[src/include/aab_pkg.sv]
// Shared constants and types for the add, conjunction and bit-test datapath
package aab_pkg;

  // ----------------------------------------------------------------
  // Register map, byte addresses
  // ----------------------------------------------------------------
  localparam logic [7:0] OFS_CTRL = 8'h00;
  localparam logic [7:0] OFS_INSTR = 8'h04;
  localparam logic [7:0] OFS_IMM = 8'h08;
  localparam logic [7:0] OFS_ADDR = 8'h0C;
  localparam logic [7:0] OFS_MEMOP = 8'h10;
  localparam logic [7:0] OFS_FLAGS = 8'h14;
  localparam logic [7:0] OFS_RESULT = 8'h18;
  localparam logic [7:0] OFS_STATUS = 8'h1C;
  localparam logic [7:0] OFS_EADDR = 8'h20;
  localparam logic [7:0] OFS_RF_BASE = 8'h40;
  localparam logic [1:0] RF_SEL = 2'h1;

  // ----------------------------------------------------------------
  // Field positions
  // ----------------------------------------------------------------
  localparam int CTRL_GO_BIT = 8;
  localparam int CTRL_OP_HI = 2;
  localparam int CTRL_OP_LO = 0;
  localparam int INS_MODE_HI = 15;
  localparam int INS_MODE_LO = 14;
  localparam int INS_WB_BIT = 8;
  localparam int INS_SRC_HI = 7;
  localparam int INS_SRC_LO = 4;
  localparam int INS_DST_HI = 3;
  localparam int INS_DST_LO = 0;
  localparam int STAT_ILLEGAL_BIT = 3;
  localparam int RF_ENTRIES = 16;

  // ----------------------------------------------------------------
  // Encodings
  // ----------------------------------------------------------------
  localparam logic [1:0] MODE_IMM_IND = 2'h0;
  localparam logic [1:0] MODE_DIR_IDX = 2'h1;
  localparam logic [1:0] MODE_REG = 2'h2;
  localparam logic [3:0] FIELD_ZERO = 4'h0;
  localparam logic [31:0] MASK_BYTE = 32'h0000_00FF;
  localparam logic [31:0] MASK_WORD = 32'h0000_FFFF;
  localparam logic [31:0] MASK_LONG = 32'hFFFF_FFFF;

  // ----------------------------------------------------------------
  // Reset values
  // ----------------------------------------------------------------
  localparam logic [15:0] RST_HALF = 16'h0000;
  localparam logic [31:0] RST_FULL = 32'h0000_0000;
  localparam logic [7:0] RST_BYTE = 8'h00;
  localparam logic [2:0] RST_OP = 3'h0;

  // ----------------------------------------------------------------
  // Types
  // ----------------------------------------------------------------
  typedef enum logic [2:0] {
    OP_PLAIN_SUM = 3'h0,
    OP_SUM_WITH_CARRY_IN = 3'h1,
    OP_LOGICAL_CONJUNCTION = 3'h2,
    OP_POSITION_TEST_IMM = 3'h3,
    OP_LONG_PLAIN_SUM = 3'h4,
    OP_POSITION_TEST_REG = 3'h5
  } aab_op_e;

  typedef enum logic [1:0] {
    W_BYTE = 2'h0,
    W_WORD = 2'h1,
    W_LONG = 2'h2
  } aab_width_e;

  typedef enum logic [2:0] {
    AM_REG = 3'h0,
    AM_IMM = 3'h1,
    AM_IND = 3'h2,
    AM_DIR = 3'h3,
    AM_IDX = 3'h4,
    AM_BAD = 3'h7
  } aab_amode_e;

  // Bit order matches the flags byte seen by software: C at bit 7
  typedef struct packed {
    logic c;
    logic z;
    logic s;
    logic pv;
    logic d;
    logic h;
    logic [1:0] rsvd;
  } aab_flags_s;

endpackage

[src/core/aab_flag_unit.sv]
// Combinational arithmetic, conjunction and bit-test unit with flag logic
`timescale 1ns/1ns
module aab_flag_unit (
  input wire aab_pkg::aab_op_e op,
  input wire aab_pkg::aab_width_e width,
  input wire logic [31:0] dstOp,
  input wire logic [31:0] srcOp,
  input wire logic [3:0] bitNum,
  input wire aab_pkg::aab_flags_s flagsIn,
  output logic [31:0] result,
  output aab_pkg::aab_flags_s flagsOut
);

  // ----------------------------------------------------------------
  // Adders, one per width
  // ----------------------------------------------------------------
  wire carryIn = (op == aab_pkg::OP_SUM_WITH_CARRY_IN) & flagsIn.c;
  wire [8:0] sumB = {1'b0, dstOp[7:0]} + {1'b0, srcOp[7:0]} + {8'h00, carryIn};
  wire [16:0] sumW = {1'b0, dstOp[15:0]} + {1'b0, srcOp[15:0]} + {16'h0000, carryIn};
  wire [32:0] sumL = {1'b0, dstOp} + {1'b0, srcOp} + {32'h0000_0000, carryIn};
  wire [4:0] nibSum = {1'b0, dstOp[3:0]} + {1'b0, srcOp[3:0]} + {4'h0, carryIn};

  wire isByte = (width == aab_pkg::W_BYTE);
  wire isWord = (width == aab_pkg::W_WORD);
  wire [31:0] widthMask = isByte ? aab_pkg::MASK_BYTE :
                          isWord ? aab_pkg::MASK_WORD : aab_pkg::MASK_LONG;
  wire [31:0] sumRes = isByte ? {24'h00_0000, sumB[7:0]} :
                       isWord ? {16'h0000, sumW[15:0]} : sumL[31:0];
  wire sumCarry = isByte ? sumB[8] : isWord ? sumW[16] : sumL[32];
  wire [31:0] andRes = dstOp & srcOp & widthMask;

  // Sign bits picked at the operand width, except andMsb, which takes bit 15 for both word and long
  wire dstMsb = isByte ? dstOp[7] : isWord ? dstOp[15] : dstOp[31];
  wire srcMsb = isByte ? srcOp[7] : isWord ? srcOp[15] : srcOp[31];
  wire sumMsb = isByte ? sumRes[7] : isWord ? sumRes[15] : sumRes[31];
  wire andMsb = isByte ? andRes[7] : andRes[15];
  wire testedBit = dstOp[bitNum];

  // ----------------------------------------------------------------
  // Result and flags
  // ----------------------------------------------------------------
  always_comb begin
    result = dstOp;
    flagsOut = flagsIn;
    unique case (op)
      aab_pkg::OP_PLAIN_SUM,
      aab_pkg::OP_SUM_WITH_CARRY_IN,
      aab_pkg::OP_LONG_PLAIN_SUM: begin
        result = sumRes;
        flagsOut.c = sumCarry;
        flagsOut.z = (sumRes == 32'h0000_0000);
        flagsOut.s = sumMsb;
        flagsOut.pv = (dstMsb == srcMsb) && (sumMsb != dstMsb);
        if (isByte) begin
          flagsOut.d = 1'b0;
          flagsOut.h = nibSum[4];
        end
      end
      aab_pkg::OP_LOGICAL_CONJUNCTION: begin
        result = andRes;
        flagsOut.z = (andRes == 32'h0000_0000);
        flagsOut.s = andMsb;
        if (isByte) begin
          flagsOut.pv = ~^andRes[7:0];
        end
      end
      aab_pkg::OP_POSITION_TEST_IMM,
      aab_pkg::OP_POSITION_TEST_REG: begin
        flagsOut.z = ~testedBit;
      end
      default: begin
        result = dstOp;
      end
    endcase
  end

endmodule // aab_flag_unit

[src/core/aab_alu_core.sv]
// AHB-Lite reachable add, conjunction and bit-test datapath with register file
`timescale 1ns/1ns
module aab_alu_core (
  input wire logic core_clk,
  input wire logic arst_n,
  input wire logic hsel,
  input wire logic [31:0] haddr,
  input wire logic [1:0] htrans,
  input wire logic hwrite,
  input wire logic [2:0] hsize,
  input wire logic [31:0] hwdata,
  input wire logic hready,
  output logic hreadyout,
  output logic hresp,
  output logic [31:0] hrdata
);

  // ----------------------------------------------------------------
  // State
  // ----------------------------------------------------------------
  logic [15:0] regFile_r [0:aab_pkg::RF_ENTRIES-1];
  logic [15:0] instr_r;
  logic [31:0] imm_r;
  logic [15:0] addr_r;
  logic [31:0] memOp_r;
  aab_pkg::aab_flags_s flags_r;
  logic [31:0] result_r;
  logic [7:0] status_r;
  logic [15:0] effAddr_r;
  logic [2:0] lastOp_r;
  logic dpWrite_r;
  logic [7:0] dpAddr_r;
  logic [31:0] hrdata_r;
  logic hreadyout_r;

  // ----------------------------------------------------------------
  // Bus decode
  // ----------------------------------------------------------------
  // Zero wait state slave: every address phase is taken when hready is high
  wire addrPhase = hsel & htrans[1] & hready;
  wire rdTake = addrPhase & ~hwrite;
  wire [7:0] aOfs = haddr[7:0];
  wire wrCtrl = dpWrite_r & (dpAddr_r == aab_pkg::OFS_CTRL);
  wire wrInstr = dpWrite_r & (dpAddr_r == aab_pkg::OFS_INSTR);
  wire wrImm = dpWrite_r & (dpAddr_r == aab_pkg::OFS_IMM);
  wire wrAddr = dpWrite_r & (dpAddr_r == aab_pkg::OFS_ADDR);
  wire wrMemOp = dpWrite_r & (dpAddr_r == aab_pkg::OFS_MEMOP);
  wire wrFlags = dpWrite_r & (dpAddr_r == aab_pkg::OFS_FLAGS);
  wire rdInRf = (aOfs[7:6] == aab_pkg::RF_SEL) & (aOfs[1:0] == 2'h0);
  // Upper address bits are not decoded; the map repeats every 256 bytes
  wire [15:0] rfRdWord = regFile_r[aOfs[5:2]];

  // ----------------------------------------------------------------
  // Instruction decode
  // ----------------------------------------------------------------
  // Execution starts on the data phase of a CTRL write with the go bit set
  wire execGo = wrCtrl & hwdata[aab_pkg::CTRL_GO_BIT];
  wire [2:0] opCode = hwdata[aab_pkg::CTRL_OP_HI:aab_pkg::CTRL_OP_LO];
  aab_pkg::aab_op_e op;
  assign op = aab_pkg::aab_op_e'(opCode);
  wire opKnown = (opCode <= 3'h5);
  wire [1:0] mode = instr_r[aab_pkg::INS_MODE_HI:aab_pkg::INS_MODE_LO];
  wire wbSel = instr_r[aab_pkg::INS_WB_BIT];
  wire [3:0] srcField = instr_r[aab_pkg::INS_SRC_HI:aab_pkg::INS_SRC_LO];
  wire [3:0] dstField = instr_r[aab_pkg::INS_DST_HI:aab_pkg::INS_DST_LO];
  wire isTest = (op == aab_pkg::OP_POSITION_TEST_IMM) |
                (op == aab_pkg::OP_POSITION_TEST_REG);
  wire isRegTest = (op == aab_pkg::OP_POSITION_TEST_REG);
  wire isLong = (op == aab_pkg::OP_LONG_PLAIN_SUM);
  aab_pkg::aab_width_e width;
  assign width = isLong ? aab_pkg::W_LONG :
                 wbSel ? aab_pkg::W_WORD : aab_pkg::W_BYTE;

  // Bit tests address their destination; the others address their source
  wire [3:0] amField = isTest ? dstField : srcField;
  wire amZero = (amField == aab_pkg::FIELD_ZERO);
  aab_pkg::aab_amode_e amode;
  assign amode = (mode == aab_pkg::MODE_REG) ? aab_pkg::AM_REG :
                 (mode == aab_pkg::MODE_IMM_IND) ?
                   (amZero ? aab_pkg::AM_IMM : aab_pkg::AM_IND) :
                 (mode == aab_pkg::MODE_DIR_IDX) ?
                   (amZero ? aab_pkg::AM_DIR : aab_pkg::AM_IDX) :
                 aab_pkg::AM_BAD;

  // A register bit number needs a register destination; byte form only R0-R7
  wire regTestBad = isRegTest &
                    ((mode != aab_pkg::MODE_REG) | (~wbSel & srcField[3]));
  wire illegal = ~opKnown | (amode == aab_pkg::AM_BAD) |
                 (isTest & (amode == aab_pkg::AM_IMM)) | regTestBad;
  wire execOk = execGo & ~illegal;
  wire execWr = execOk & ~isTest;

  // ----------------------------------------------------------------
  // Operand fetch
  // ----------------------------------------------------------------
  // Byte register codes 0-7 are high halves, 8-15 low halves of R0-R7
  function automatic logic [31:0] readReg(input logic [3:0] num,
                                          input aab_pkg::aab_width_e wd);
    logic [15:0] entry;
    logic [31:0] val;
    entry = regFile_r[{1'b0, num[2:0]}];
    unique case (wd)
      aab_pkg::W_BYTE: val = {24'h00_0000, (num[3] ? entry[7:0] : entry[15:8])};
      aab_pkg::W_WORD: val = {16'h0000, regFile_r[num]};
      aab_pkg::W_LONG: val = {regFile_r[{num[3:1], 1'b0}], regFile_r[{num[3:1], 1'b1}]};
      default: val = 32'h0000_0000;
    endcase
    return val;
  endfunction

  wire [31:0] widthMask = (width == aab_pkg::W_BYTE) ? aab_pkg::MASK_BYTE :
                          (width == aab_pkg::W_WORD) ? aab_pkg::MASK_WORD :
                          aab_pkg::MASK_LONG;
  wire [31:0] memVal = memOp_r & widthMask;
  wire [31:0] immVal = imm_r & widthMask;
  wire [31:0] srcVal = (amode == aab_pkg::AM_REG) ? readReg(srcField, width) :
                       (amode == aab_pkg::AM_IMM) ? immVal : memVal;
  wire [31:0] dstVal = (isTest & (amode != aab_pkg::AM_REG)) ? memVal :
                       readReg(dstField, width);

  // Bit number: register form reads a word register, immediate form the field
  wire [15:0] bitSrcReg = regFile_r[srcField];
  wire [3:0] bitRaw = isRegTest ? bitSrcReg[3:0] : srcField;
  wire [3:0] bitNum = wbSel ? bitRaw : {1'b0, bitRaw[2:0]};

  // Effective address of a memory operand, reported to software
  wire [15:0] amBase = regFile_r[amField];
  wire [15:0] effAddr = (amode == aab_pkg::AM_IND) ? amBase :
                        (amode == aab_pkg::AM_DIR) ? addr_r :
                        (amode == aab_pkg::AM_IDX) ? 16'(addr_r + amBase) :
                        16'h0000;

  // ----------------------------------------------------------------
  // Execution unit
  // ----------------------------------------------------------------
  logic [31:0] aluRes;
  aab_pkg::aab_flags_s aluFlags;

  aab_flag_unit u_flag_unit (
    .op(op),
    .width(width),
    .dstOp(dstVal),
    .srcOp(srcVal),
    .bitNum(bitNum),
    .flagsIn(flags_r),
    .result(aluRes),
    .flagsOut(aluFlags)
  );

  // ----------------------------------------------------------------
  // Register file with write-back
  // ----------------------------------------------------------------
  for (genvar i = 0; i < aab_pkg::RF_ENTRIES; i++) begin : g_rf
    localparam logic [3:0] IDX = 4'(i);
    wire busHit = dpWrite_r & (dpAddr_r == 8'(aab_pkg::OFS_RF_BASE + {IDX, 2'b00}));
    wire longHit = (width == aab_pkg::W_LONG) & (dstField[3:1] == IDX[3:1]);
    wire wordHit = (width == aab_pkg::W_WORD) & (dstField == IDX);
    wire byteHit = (width == aab_pkg::W_BYTE) & ~IDX[3] & (dstField[2:0] == IDX[2:0]);
    wire hit = execWr & (longHit | wordHit | byteHit);
    // Byte results land only in their own half; the other half is kept
    wire hiLane = hit & (~byteHit | ~dstField[3]);
    wire loLane = hit & (~byteHit | dstField[3]);
    wire [15:0] wbVal = longHit ? (IDX[0] ? aluRes[15:0] : aluRes[31:16]) :
                        wordHit ? aluRes[15:0] : {aluRes[7:0], aluRes[7:0]};
    always_ff @(posedge core_clk or negedge arst_n) begin
      if (!arst_n) begin
        regFile_r[i] <= aab_pkg::RST_HALF;
      end else if (busHit) begin
        regFile_r[i] <= hwdata[15:0];
      end else begin
        if (hiLane) begin
          regFile_r[i][15:8] <= wbVal[15:8];
        end
        if (loLane) begin
          regFile_r[i][7:0] <= wbVal[7:0];
        end
      end
    end
  end

  // ----------------------------------------------------------------
  // Software-written operand registers
  // ----------------------------------------------------------------
  always_ff @(posedge core_clk or negedge arst_n) begin
    if (!arst_n) begin
      instr_r <= aab_pkg::RST_HALF;
      imm_r <= aab_pkg::RST_FULL;
      addr_r <= aab_pkg::RST_HALF;
      memOp_r <= aab_pkg::RST_FULL;
    end else begin
      if (wrInstr) begin
        instr_r <= hwdata[15:0];
      end
      if (wrImm) begin
        imm_r <= hwdata;
      end
      if (wrAddr) begin
        addr_r <= hwdata[15:0];
      end
      if (wrMemOp) begin
        memOp_r <= hwdata;
      end
    end
  end

  // ----------------------------------------------------------------
  // Flags, result and status
  // ----------------------------------------------------------------
  // A software write and an execution never share a cycle: both need a data phase
  always_ff @(posedge core_clk or negedge arst_n) begin
    if (!arst_n) begin
      flags_r <= aab_pkg::RST_BYTE;
    end else if (wrFlags) begin
      flags_r <= {hwdata[7:2], 2'b00};
    end else if (execOk) begin
      flags_r <= aluFlags;
    end
  end

  always_ff @(posedge core_clk or negedge arst_n) begin
    if (!arst_n) begin
      result_r <= aab_pkg::RST_FULL;
      effAddr_r <= aab_pkg::RST_HALF;
      status_r <= aab_pkg::RST_BYTE;
      lastOp_r <= aab_pkg::RST_OP;
    end else if (execGo) begin
      lastOp_r <= opCode;
      status_r <= {4'h0, illegal, amode};
      if (!illegal) begin
        result_r <= aluRes;
        effAddr_r <= effAddr;
      end
    end
  end

  // ----------------------------------------------------------------
  // Bus slave
  // ----------------------------------------------------------------
  // Read data is fetched at the address phase so it stands for the data phase
  wire [31:0] rdMux = (aOfs == aab_pkg::OFS_CTRL) ? {29'h0000_0000, lastOp_r} :
                      (aOfs == aab_pkg::OFS_INSTR) ? {16'h0000, instr_r} :
                      (aOfs == aab_pkg::OFS_IMM) ? imm_r :
                      (aOfs == aab_pkg::OFS_ADDR) ? {16'h0000, addr_r} :
                      (aOfs == aab_pkg::OFS_MEMOP) ? memOp_r :
                      (aOfs == aab_pkg::OFS_FLAGS) ? {24'h00_0000, flags_r} :
                      (aOfs == aab_pkg::OFS_RESULT) ? result_r :
                      (aOfs == aab_pkg::OFS_STATUS) ? {24'h00_0000, status_r} :
                      (aOfs == aab_pkg::OFS_EADDR) ? {16'h0000, effAddr_r} :
                      rdInRf ? {16'h0000, rfRdWord} :
                      32'h0000_0000;

  always_ff @(posedge core_clk or negedge arst_n) begin
    if (!arst_n) begin
      dpWrite_r <= 1'b0;
      dpAddr_r <= aab_pkg::RST_BYTE;
    end else if (hready) begin
      dpWrite_r <= addrPhase & hwrite;
      dpAddr_r <= aOfs;
    end
  end

  always_ff @(posedge core_clk or negedge arst_n) begin
    if (!arst_n) begin
      hrdata_r <= aab_pkg::RST_FULL;
      hreadyout_r <= 1'b0;
    end else begin
      hreadyout_r <= 1'b1;
      if (rdTake) begin
        hrdata_r <= rdMux;
      end
    end
  end

  assign hrdata = hrdata_r;
  assign hreadyout = hreadyout_r;
  assign hresp = 1'b0;

  // Transfer size is not checked: only whole-word accesses are meaningful
  wire unusedSize = ^hsize;

endmodule // aab_alu_core

[config.mk]
export PLATFORM = sky130hd
export DESIGN_NAME = aab_alu_core
export DESIGN_NICKNAME = d
export VERILOG_FILES = /design/src/include/aab_pkg.sv /design/src/core/aab_flag_unit.sv /design/src/core/aab_alu_core.sv
export SDC_FILE = /design/constraint.sdc
export NUM_CORES = 2
export LEC_CHECK = 0
export BUFFER_PORTS_ARGS = -buffer_cell sky130_fd_sc_hd__buf_4
export CAP_MARGIN = 25
export CORE_UTILIZATION = 37
export CTS_CLUSTER_SIZE = 20
export DETAILED_ROUTE_END_ITERATION = 16
export PLACE_DENSITY = 0.6
export SYNTH_ARGS = -nofsm -noshare
export SYNTH_HDL_FRONTEND = slang
export SYNTH_SLANG_ARGS = --single-unit
[constraint.sdc]
create_clock -name core_clk -period 6 [get_ports core_clk]
set_clock_uncertainty 0.1 [all_clocks]
set_input_delay 1.5 -clock core_clk [delete_from_list [all_inputs] [get_ports core_clk]]
set_output_delay 1.5 -clock core_clk [all_outputs]
set_load 0.02 [all_outputs]
## After elaboration in Yosys (flattened, before gate mapping)

Index checks and enable logic that the tools add are counted.

- Flip-flop bits (word level): 457
- Latch bits: 0
- Bits in writable memories: 0
- ROM bits: 0
- Input bits: 74
- Output and inout port bits: 34
- Word-level logic and storage cells: 531
- Memories kept: 0

- Add/sub/neg operators: 9
- Multipliers: 0
- Div/mod/pow operators: 0
- $lt $le $gt $ge: 12
- Eq/ne operators: 77
- Shift-type cells: 0
- Muxes and demuxes: 164
- Bitwise gates (word level): 173
- Reduce and logical (&&, ||, !) cells: 53

Operators with widths:

| kind | number |
|---|---|
| 16-bit 2-to-1 mux | 74 |
| 16-bit binary-select mux with 4-bit select | 10 |
| 32-bit 2-to-1 mux | 14 |
| 8-bit 2-to-1 mux | 36 |
| 32-bit case mux with 3 select lines | 2 |
| 32-bit AND | 4 |
| 8-bit by 7-bit equality test with 1-bit output (second input constant) | 16 |
| 1-bit AND | 99 |
| 32-bit zero test | 2 |
| 32-bit case mux with 2 select lines | 1 |
| 2-bit nonzero test | 27 |
| 5-bit >= comparator (second input constant) | 10 |
| 8-bit by 5-bit equality test with 1-bit output (second input constant) | 6 |
| 1-bit bitwise OR | 45 |
| 4-bit inverter with 5-bit output | 8 |
| 3-bit equality test (second input constant) | 12 |
| 32-bit by 32-bit adder with 33-bit output | 1 |
| 33-bit by 1-bit adder with 33-bit output | 1 |
| 4-bit equality test (second input constant) | 8 |
| 8-bit by 4-bit equality test with 1-bit output (second input constant) | 4 |
| 3-bit by 2-bit equality test with 1-bit output (second input constant) | 8 |
| 16-bit by 16-bit adder with 17-bit output | 1 |
| 17-bit by 1-bit adder with 17-bit output | 1 |
| 16-bit adder | 1 |
| 39 further kinds | 97 |

## Depth between registers and ports, before layout

- Depth after elaboration: 22
- Mapped depth: 25
- Mapped depth without buffers: 20

## Modules after synthesis

From an unflattened synthesis, not the netlist that was laid out.

- Cells, all modules: 4,204
- Area, all modules: 40,213.6 µm²

Modules (own cells, without submodules):

| module | times used | cells each | area an instance (µm²) | sequential area each (µm²) |
|---|---|---|---|---|
| aab_alu_core | 1 | 3,756 | 37,085.6 | 11,436.0 |
| aab_flag_unit | 1 | 448 | 3,128.0 | 0.0 |

## Least setup slack after synthesis

No wires, ideal clock.

- Kind: input to register
- Start point: input port hwdata[0]
- End point: register regFile_r[221] (netlist name)
- Arrival: 6,452 ps
- Slack: -677 ps
- Stages: 22
- Cell sequence: clkbuf_1 -> or3b_1 -> buf_2 -> clkbuf_1 -> buf_2 -> buf_1 -> clkbuf_1 -> buf_1 -> o32ai_1 -> o41a_1 -> ha_1 -> buf_2 -> o211ai_1 -> o211a_1 -> nor4b_1 -> nor2_1 -> xnor2_1 -> a222oi_1 -> buf_4 -> o22ai_1 -> o221ai_1 -> nand2_1

- Cells in the longest elaborated chain, start to end: 20
- Elaborated cells between the ends (all ways): 70
- Those cells by class: add/sub: 6; order compare: 1; eq/ne: 9; mux: 21; bitwise: 26; reduce/logical: 7

Ends and longest elaborated chain:

| item | line | source |
|---|---|---|
| from (decl) | aab_alu_core.sv:11 | `input wire logic [31:0] hwdata,` |
| 3-bit by 2-bit equality test with 1-bit output or 3-bit equality test (tied branches) | aab_alu_core.sv:66, aab_alu_core.sv:67, aab_alu_core.sv:68 |  |
| 1-bit bitwise OR | aab_alu_core.sv:66 | `wire isTest = (op == aab_pkg::OP_POSITION_TEST_IMM) \|` |
| 4-bit 2-to-1 mux | aab_alu_core.sv:75 | `wire [3:0] amField = isTest ? dstField : srcField;` |
| 4-bit zero test | aab_alu_core.sv:76 | `wire amZero = (amField == aab_pkg::FIELD_ZERO);` |
| 3-bit 2-to-1 mux | aab_alu_core.sv:82 | `(amZero ? aab_pkg::AM_DIR : aab_pkg::AM_IDX) :` |
| 3-bit 2-to-1 mux | aab_alu_core.sv:81 | `(mode == aab_pkg::MODE_DIR_IDX) ?` |
| 3-bit 2-to-1 mux | aab_alu_core.sv:79 | `(mode == aab_pkg::MODE_IMM_IND) ?` |
| 3-bit 2-to-1 mux | aab_alu_core.sv:78 | `assign amode = (mode == aab_pkg::MODE_REG) ? aab_pkg::AM_REG :` |
| [... 4 more ...] | -- |  |
| 33-bit by 1-bit adder with 33-bit output or 17-bit by 1-bit adder with 17-bit output (tied branches) | aab_flag_unit.sv:20, aab_flag_unit.sv:19 |  |
| 32-bit 2-to-1 mux | aab_flag_unit.sv:28 | `isWord ? {16'h0000, sumW[15:0]} : sumL[31:0];` |
| 32-bit 2-to-1 mux | aab_flag_unit.sv:27 | `wire [31:0] sumRes = isByte ? {24'h00_0000, sumB[7:0]} :` |
| 32-bit case mux with 2 select lines | aab_flag_unit.sv:45 | `unique case (op)` |
| 16-bit 2-to-1 mux | aab_alu_core.sv:164 | `wordHit ? aluRes[15:0] : {aluRes[7:0], aluRes[7:0]};` |
| 16-bit 2-to-1 mux | aab_alu_core.sv:163 | `wire [15:0] wbVal = longHit ? (IDX[0] ? aluRes[15:0] : aluRes[31:16]) :` |
| 8-bit 2-to-1 mux | aab_alu_core.sv:171 | `if (hiLane) begin` |
| 16-bit 2-to-1 mux | aab_alu_core.sv:168 | `end else if (busHit) begin` |
| to (signal, indexed assignment) | aab_alu_core.sv:167 | `regFile_r[i] <= aab_pkg::RST_HALF;` |
| to (signal, indexed assignment) | aab_alu_core.sv:169 | `regFile_r[i] <= hwdata[15:0];` |
| to (signal, indexed assignment) | aab_alu_core.sv:172 | `regFile_r[i][15:8] <= wbVal[15:8];` |
| to (decl) | aab_alu_core.sv:21 | `logic [15:0] regFile_r [0:aab_pkg::RF_ENTRIES-1];` |

Several ways; a longest one is shown, not always the timed one. The select of a mux whose other input is x is not followed.
A chain may end at the register's enable or synchronous reset.

## Final worst setup path

- Start point: input port hwdata[2]
- End point: register regFile_r[191] (netlist name)

The elaborated chain is that of the path after synthesis.

==> metrics.csv <==
stage;metric;value;unit
finish;Layout area overhead;25.7;%
grt;GRT overflow;0;
clock_network;worst skew pair latency;720;ps
grt;initial antenna violation count;20;
finish;fin nets;4705;
sta;setup slack after layout;18.2;ps
clock_network;H-tree Lvls;2;
die;Die Ht;322;µm
sta;Least-Margin Pin Slew;1200;ps
detailed_routing;Post-Route WL;228;mm
yosys;Post-Syn Area;37900;µm²
sta;Max Freq;167;MHz
min_path;WHS Path Cells;2;
sta;setup violators final;0;
detailed_routing;DR iter-0 viols;7004;
yosys;post-synthesis compound-gate area fraction;22.3;%
yosys;syn_nets;4166;
yosys;number of synthesized flops with an enable pin;0;
clock_network;TritonCTS sink count;455;
grt;first-pass GRT wire length;314;mm
die;Core Area;102000;µm²
grt;gr usage total;43.3;%
detailed_routing;WL/cell;38.0;µm
detailed_routing;drc violations;0;
yosys;post-synthesis simple-gate area fraction;13.0;%
grt;vias in the first global route;39400;
placement;port bufs;78;
clock_network;total CTS buffers;59;
yosys;Adder-Cell Fraction of Synth Area;1.84;%
run_status;status;finished, final reports clean;
power_and_ir_drop;leakage power total;20.0;nW
setup_path;r2r startpoint;instr_r[1];
yosys;Post-Syn Instances;4038;
finish;layout cells sized above 1;32.5;%
setup_path;CP Data Required Time;6490;ps
yosys;Async S/R FF share, synth;100;%
clock_network;Root Buffer;clkbuf_16;
detailed_routing;Final ANT Viol Nets;0;
die;DIE AREA;104000;µm²
clock_network;clk buf depth;3;
detailed_routing;vias post-DR;42100;
yosys;Syn. warnings;0;
finish;most frequent cells in the layout;buf_4 (785), nand2_1 (484), dfrtp_1 (447);
setup_path;Arr. time, crit path;6470;ps
yosys;Netlist cell types;93;
setup_path;r2r setup slk;80;ps
sta;setup_tns;0;ps
setup_path;crit end category;flip-flop;
min_path;HP Class;flip-flop to flip-flop;
placement;global placer's final weighted congestion;1.12;
sta;fin crit period;5980;ps
yosys;post-synthesis mux area share;27.3;%
die;row count;117;
placement;Place WS;-775;ps
min_path;destination of the worst hold path;result_r[30];
sta;Max Slew Vio Count;0;
die;Starting Density;37.3;%
setup_path;Startpoint Class;input port;
power_and_ir_drop;Pwr Density;206;nW/µm²
clock_network;Clock transition at path regs;60;ps
setup_path;r2r worst-path depth;25;
yosys;number of synthesized register bits;455;
min_path;hold_sp;result_r[30];
detailed_routing;vias per cell;7.02;
yosys;Main synth FF type;dfrtp_1;
die;Die X-Extent;322;µm
placement;dpl hpwl;170;mm
finish;most common cell after layout, fill and taps aside;buf_4;
sta;Final Hold Fails;0;
run;MaxCap Viol Count;0;
yosys;XOR/XNOR Fraction of Synth Area;0.831;%
yosys;register area share after synthesis;30.0;%
detailed_routing;First-pass DRT Iterations;9;
setup_path;Worst Path Max Fanout;8;
yosys;main combinational cell family by area after synthesis;multiplexers;
grt;pin count of the biggest net entering global routing;119;
sta;period utilisation layout;99.7;%
yosys;synthesized area per cell;9.39;µm²
setup_path;capturing point of the worst reg2reg path;regFile_r[191];
setup_path;Worst Path Class, Setup;input port to flip-flop;
sta;worst relative slew slack;19.9;%
finish;non-filler cells, final;6002;
die;I/O pin count;108;
placement;Inst Count DP;5856;
power_and_ir_drop;Worst VDD drop;0.212;mV
clock_network;CTS tree;yes;
## cells in the mapped netlist (70+ instances only)
cell	n	area (µm²)
a21oi_1	278	1390
mux2_2	129	1450
buf_2	78	390
o22ai_1	70	438
o21ai_0	347	1740
clkbuf_1	243	912
nand2_1	485	1820
mux2i_1	191	1910
a22oi_1	200	1500
dfrtp_1	455	11400
mux4_2	308	6940
nor2_1	362	1360
## worst max-delay path by stage
| stage | start | endpoint | slack, ps |
|---|---|---|---|
| floorplan | hwdata[0] | flags_r[4] | 5 |
| global placement | hwdata[1] | regFile_r[191] | -840 |
| detailed placement | hwdata[2] | regFile_r[191] | -770 |
| CTS | instr_r[1] | regFile_r[191] | 8 |
| global route | instr_r[5] | regFile_r[94] | -30 |
| finish | hwdata[2] | regFile_r[191] | 20 |
## state kept, by name, summed over array words and instances, names as in the netlist, 3 cells and up
register	cells
regFile_r	256
hrdata	32
imm_r	32
memOp_r	32
result_r	32
addr_r	16
effAddr_r	16
instr_r	16
dpAddr_r	8
flags_r	6
status_r	4
lastOp_r	3
## metal layers
layer	wire, µm	GRT usage, %	vias to the layer above
met5	221	0.648	-
met4	21100	31.3	20
met3	36500	19.9	983
met2	89500	59.1	3656
met1	80600	53.5	20800
li1	-	-	16700
## cell families (layout without fill, tap and decap cells)
| logic type | count (synthesis) | count (layout) |
|---|---|---|
| AOI/OAI and AO/OA | 1309 | 1309 |
| xor gates and xnor gates | 36 | 36 |
| adders and majority gates | 54 | 54 |
| buffers and inverters | 419 | 1006 |
| DFF | 455 | 455 |
| muxes | 632 | 632 |
| other | 2 | 11 |
| and+or+nand+nor | 1131 | 1131 |
## final cells by class
class / count / area (µm²)
repair buffers: 853 / 7150
multi-input cells: 3164 / 25200
well taps: 1368 / 1710
diodes: 9 / 22.5
fillers: 9763 / 54100
flip-flops and latches: 455 / 11400
clock buffers: 78 / 1620
clock inverters: 31 / 359
inverters: 44 / 165
## critical path: stages
cell and delay (ps):
buf_4 160, nor3b_4 180, buf_4 200, nor2_2 280, nand3_1 280, a22oi_1 390
buf_4 190, o22ai_1 80, buf_4 170, inv_1 130, ha_1 270, a211oi_2 220
buf_4 150, o211a_4 210, buf_4 130, nor4b_4 50, o41ai_4 390, xnor2_2 150
a222oi_1 350, buf_4 310, o22ai_1 140, nor3_2 300, buf_4 160, o31ai_1 50
## metrics by stage
| stage | utilization, % | power (mW) | hold WS (ps) | cell area, µm² |
|---|---|---|---|---|
| finish | 46.9 | 9.80 | 373 | 47700 |
| global route | 46.8 | 9.98 | 393 | 47700 |
| CTS | 46.4 | 9.62 | 377 | 47200 |
| detailed placement | 44.3 | 5.90 | 359 | 45100 |
| global placement | 44.3 | 5.88 | 356 | 45000 |
| floorplan | - | 4.55 | 339 | 38100 |
## repair_timing
action,4_1_cts,5_1_grt
setup endpoints to repair,25,81
resized for setup,7,54
setup buffers,9,18
pin swaps,0,17
hold buffers,0,0
## where the power goes
group          internal, mW  switching, mW
Sequential             3.17          0.189
Clock                  2.12           1.63
Combinational          1.08           1.62
No activity file was read; power rests on OpenSTA's default activity.
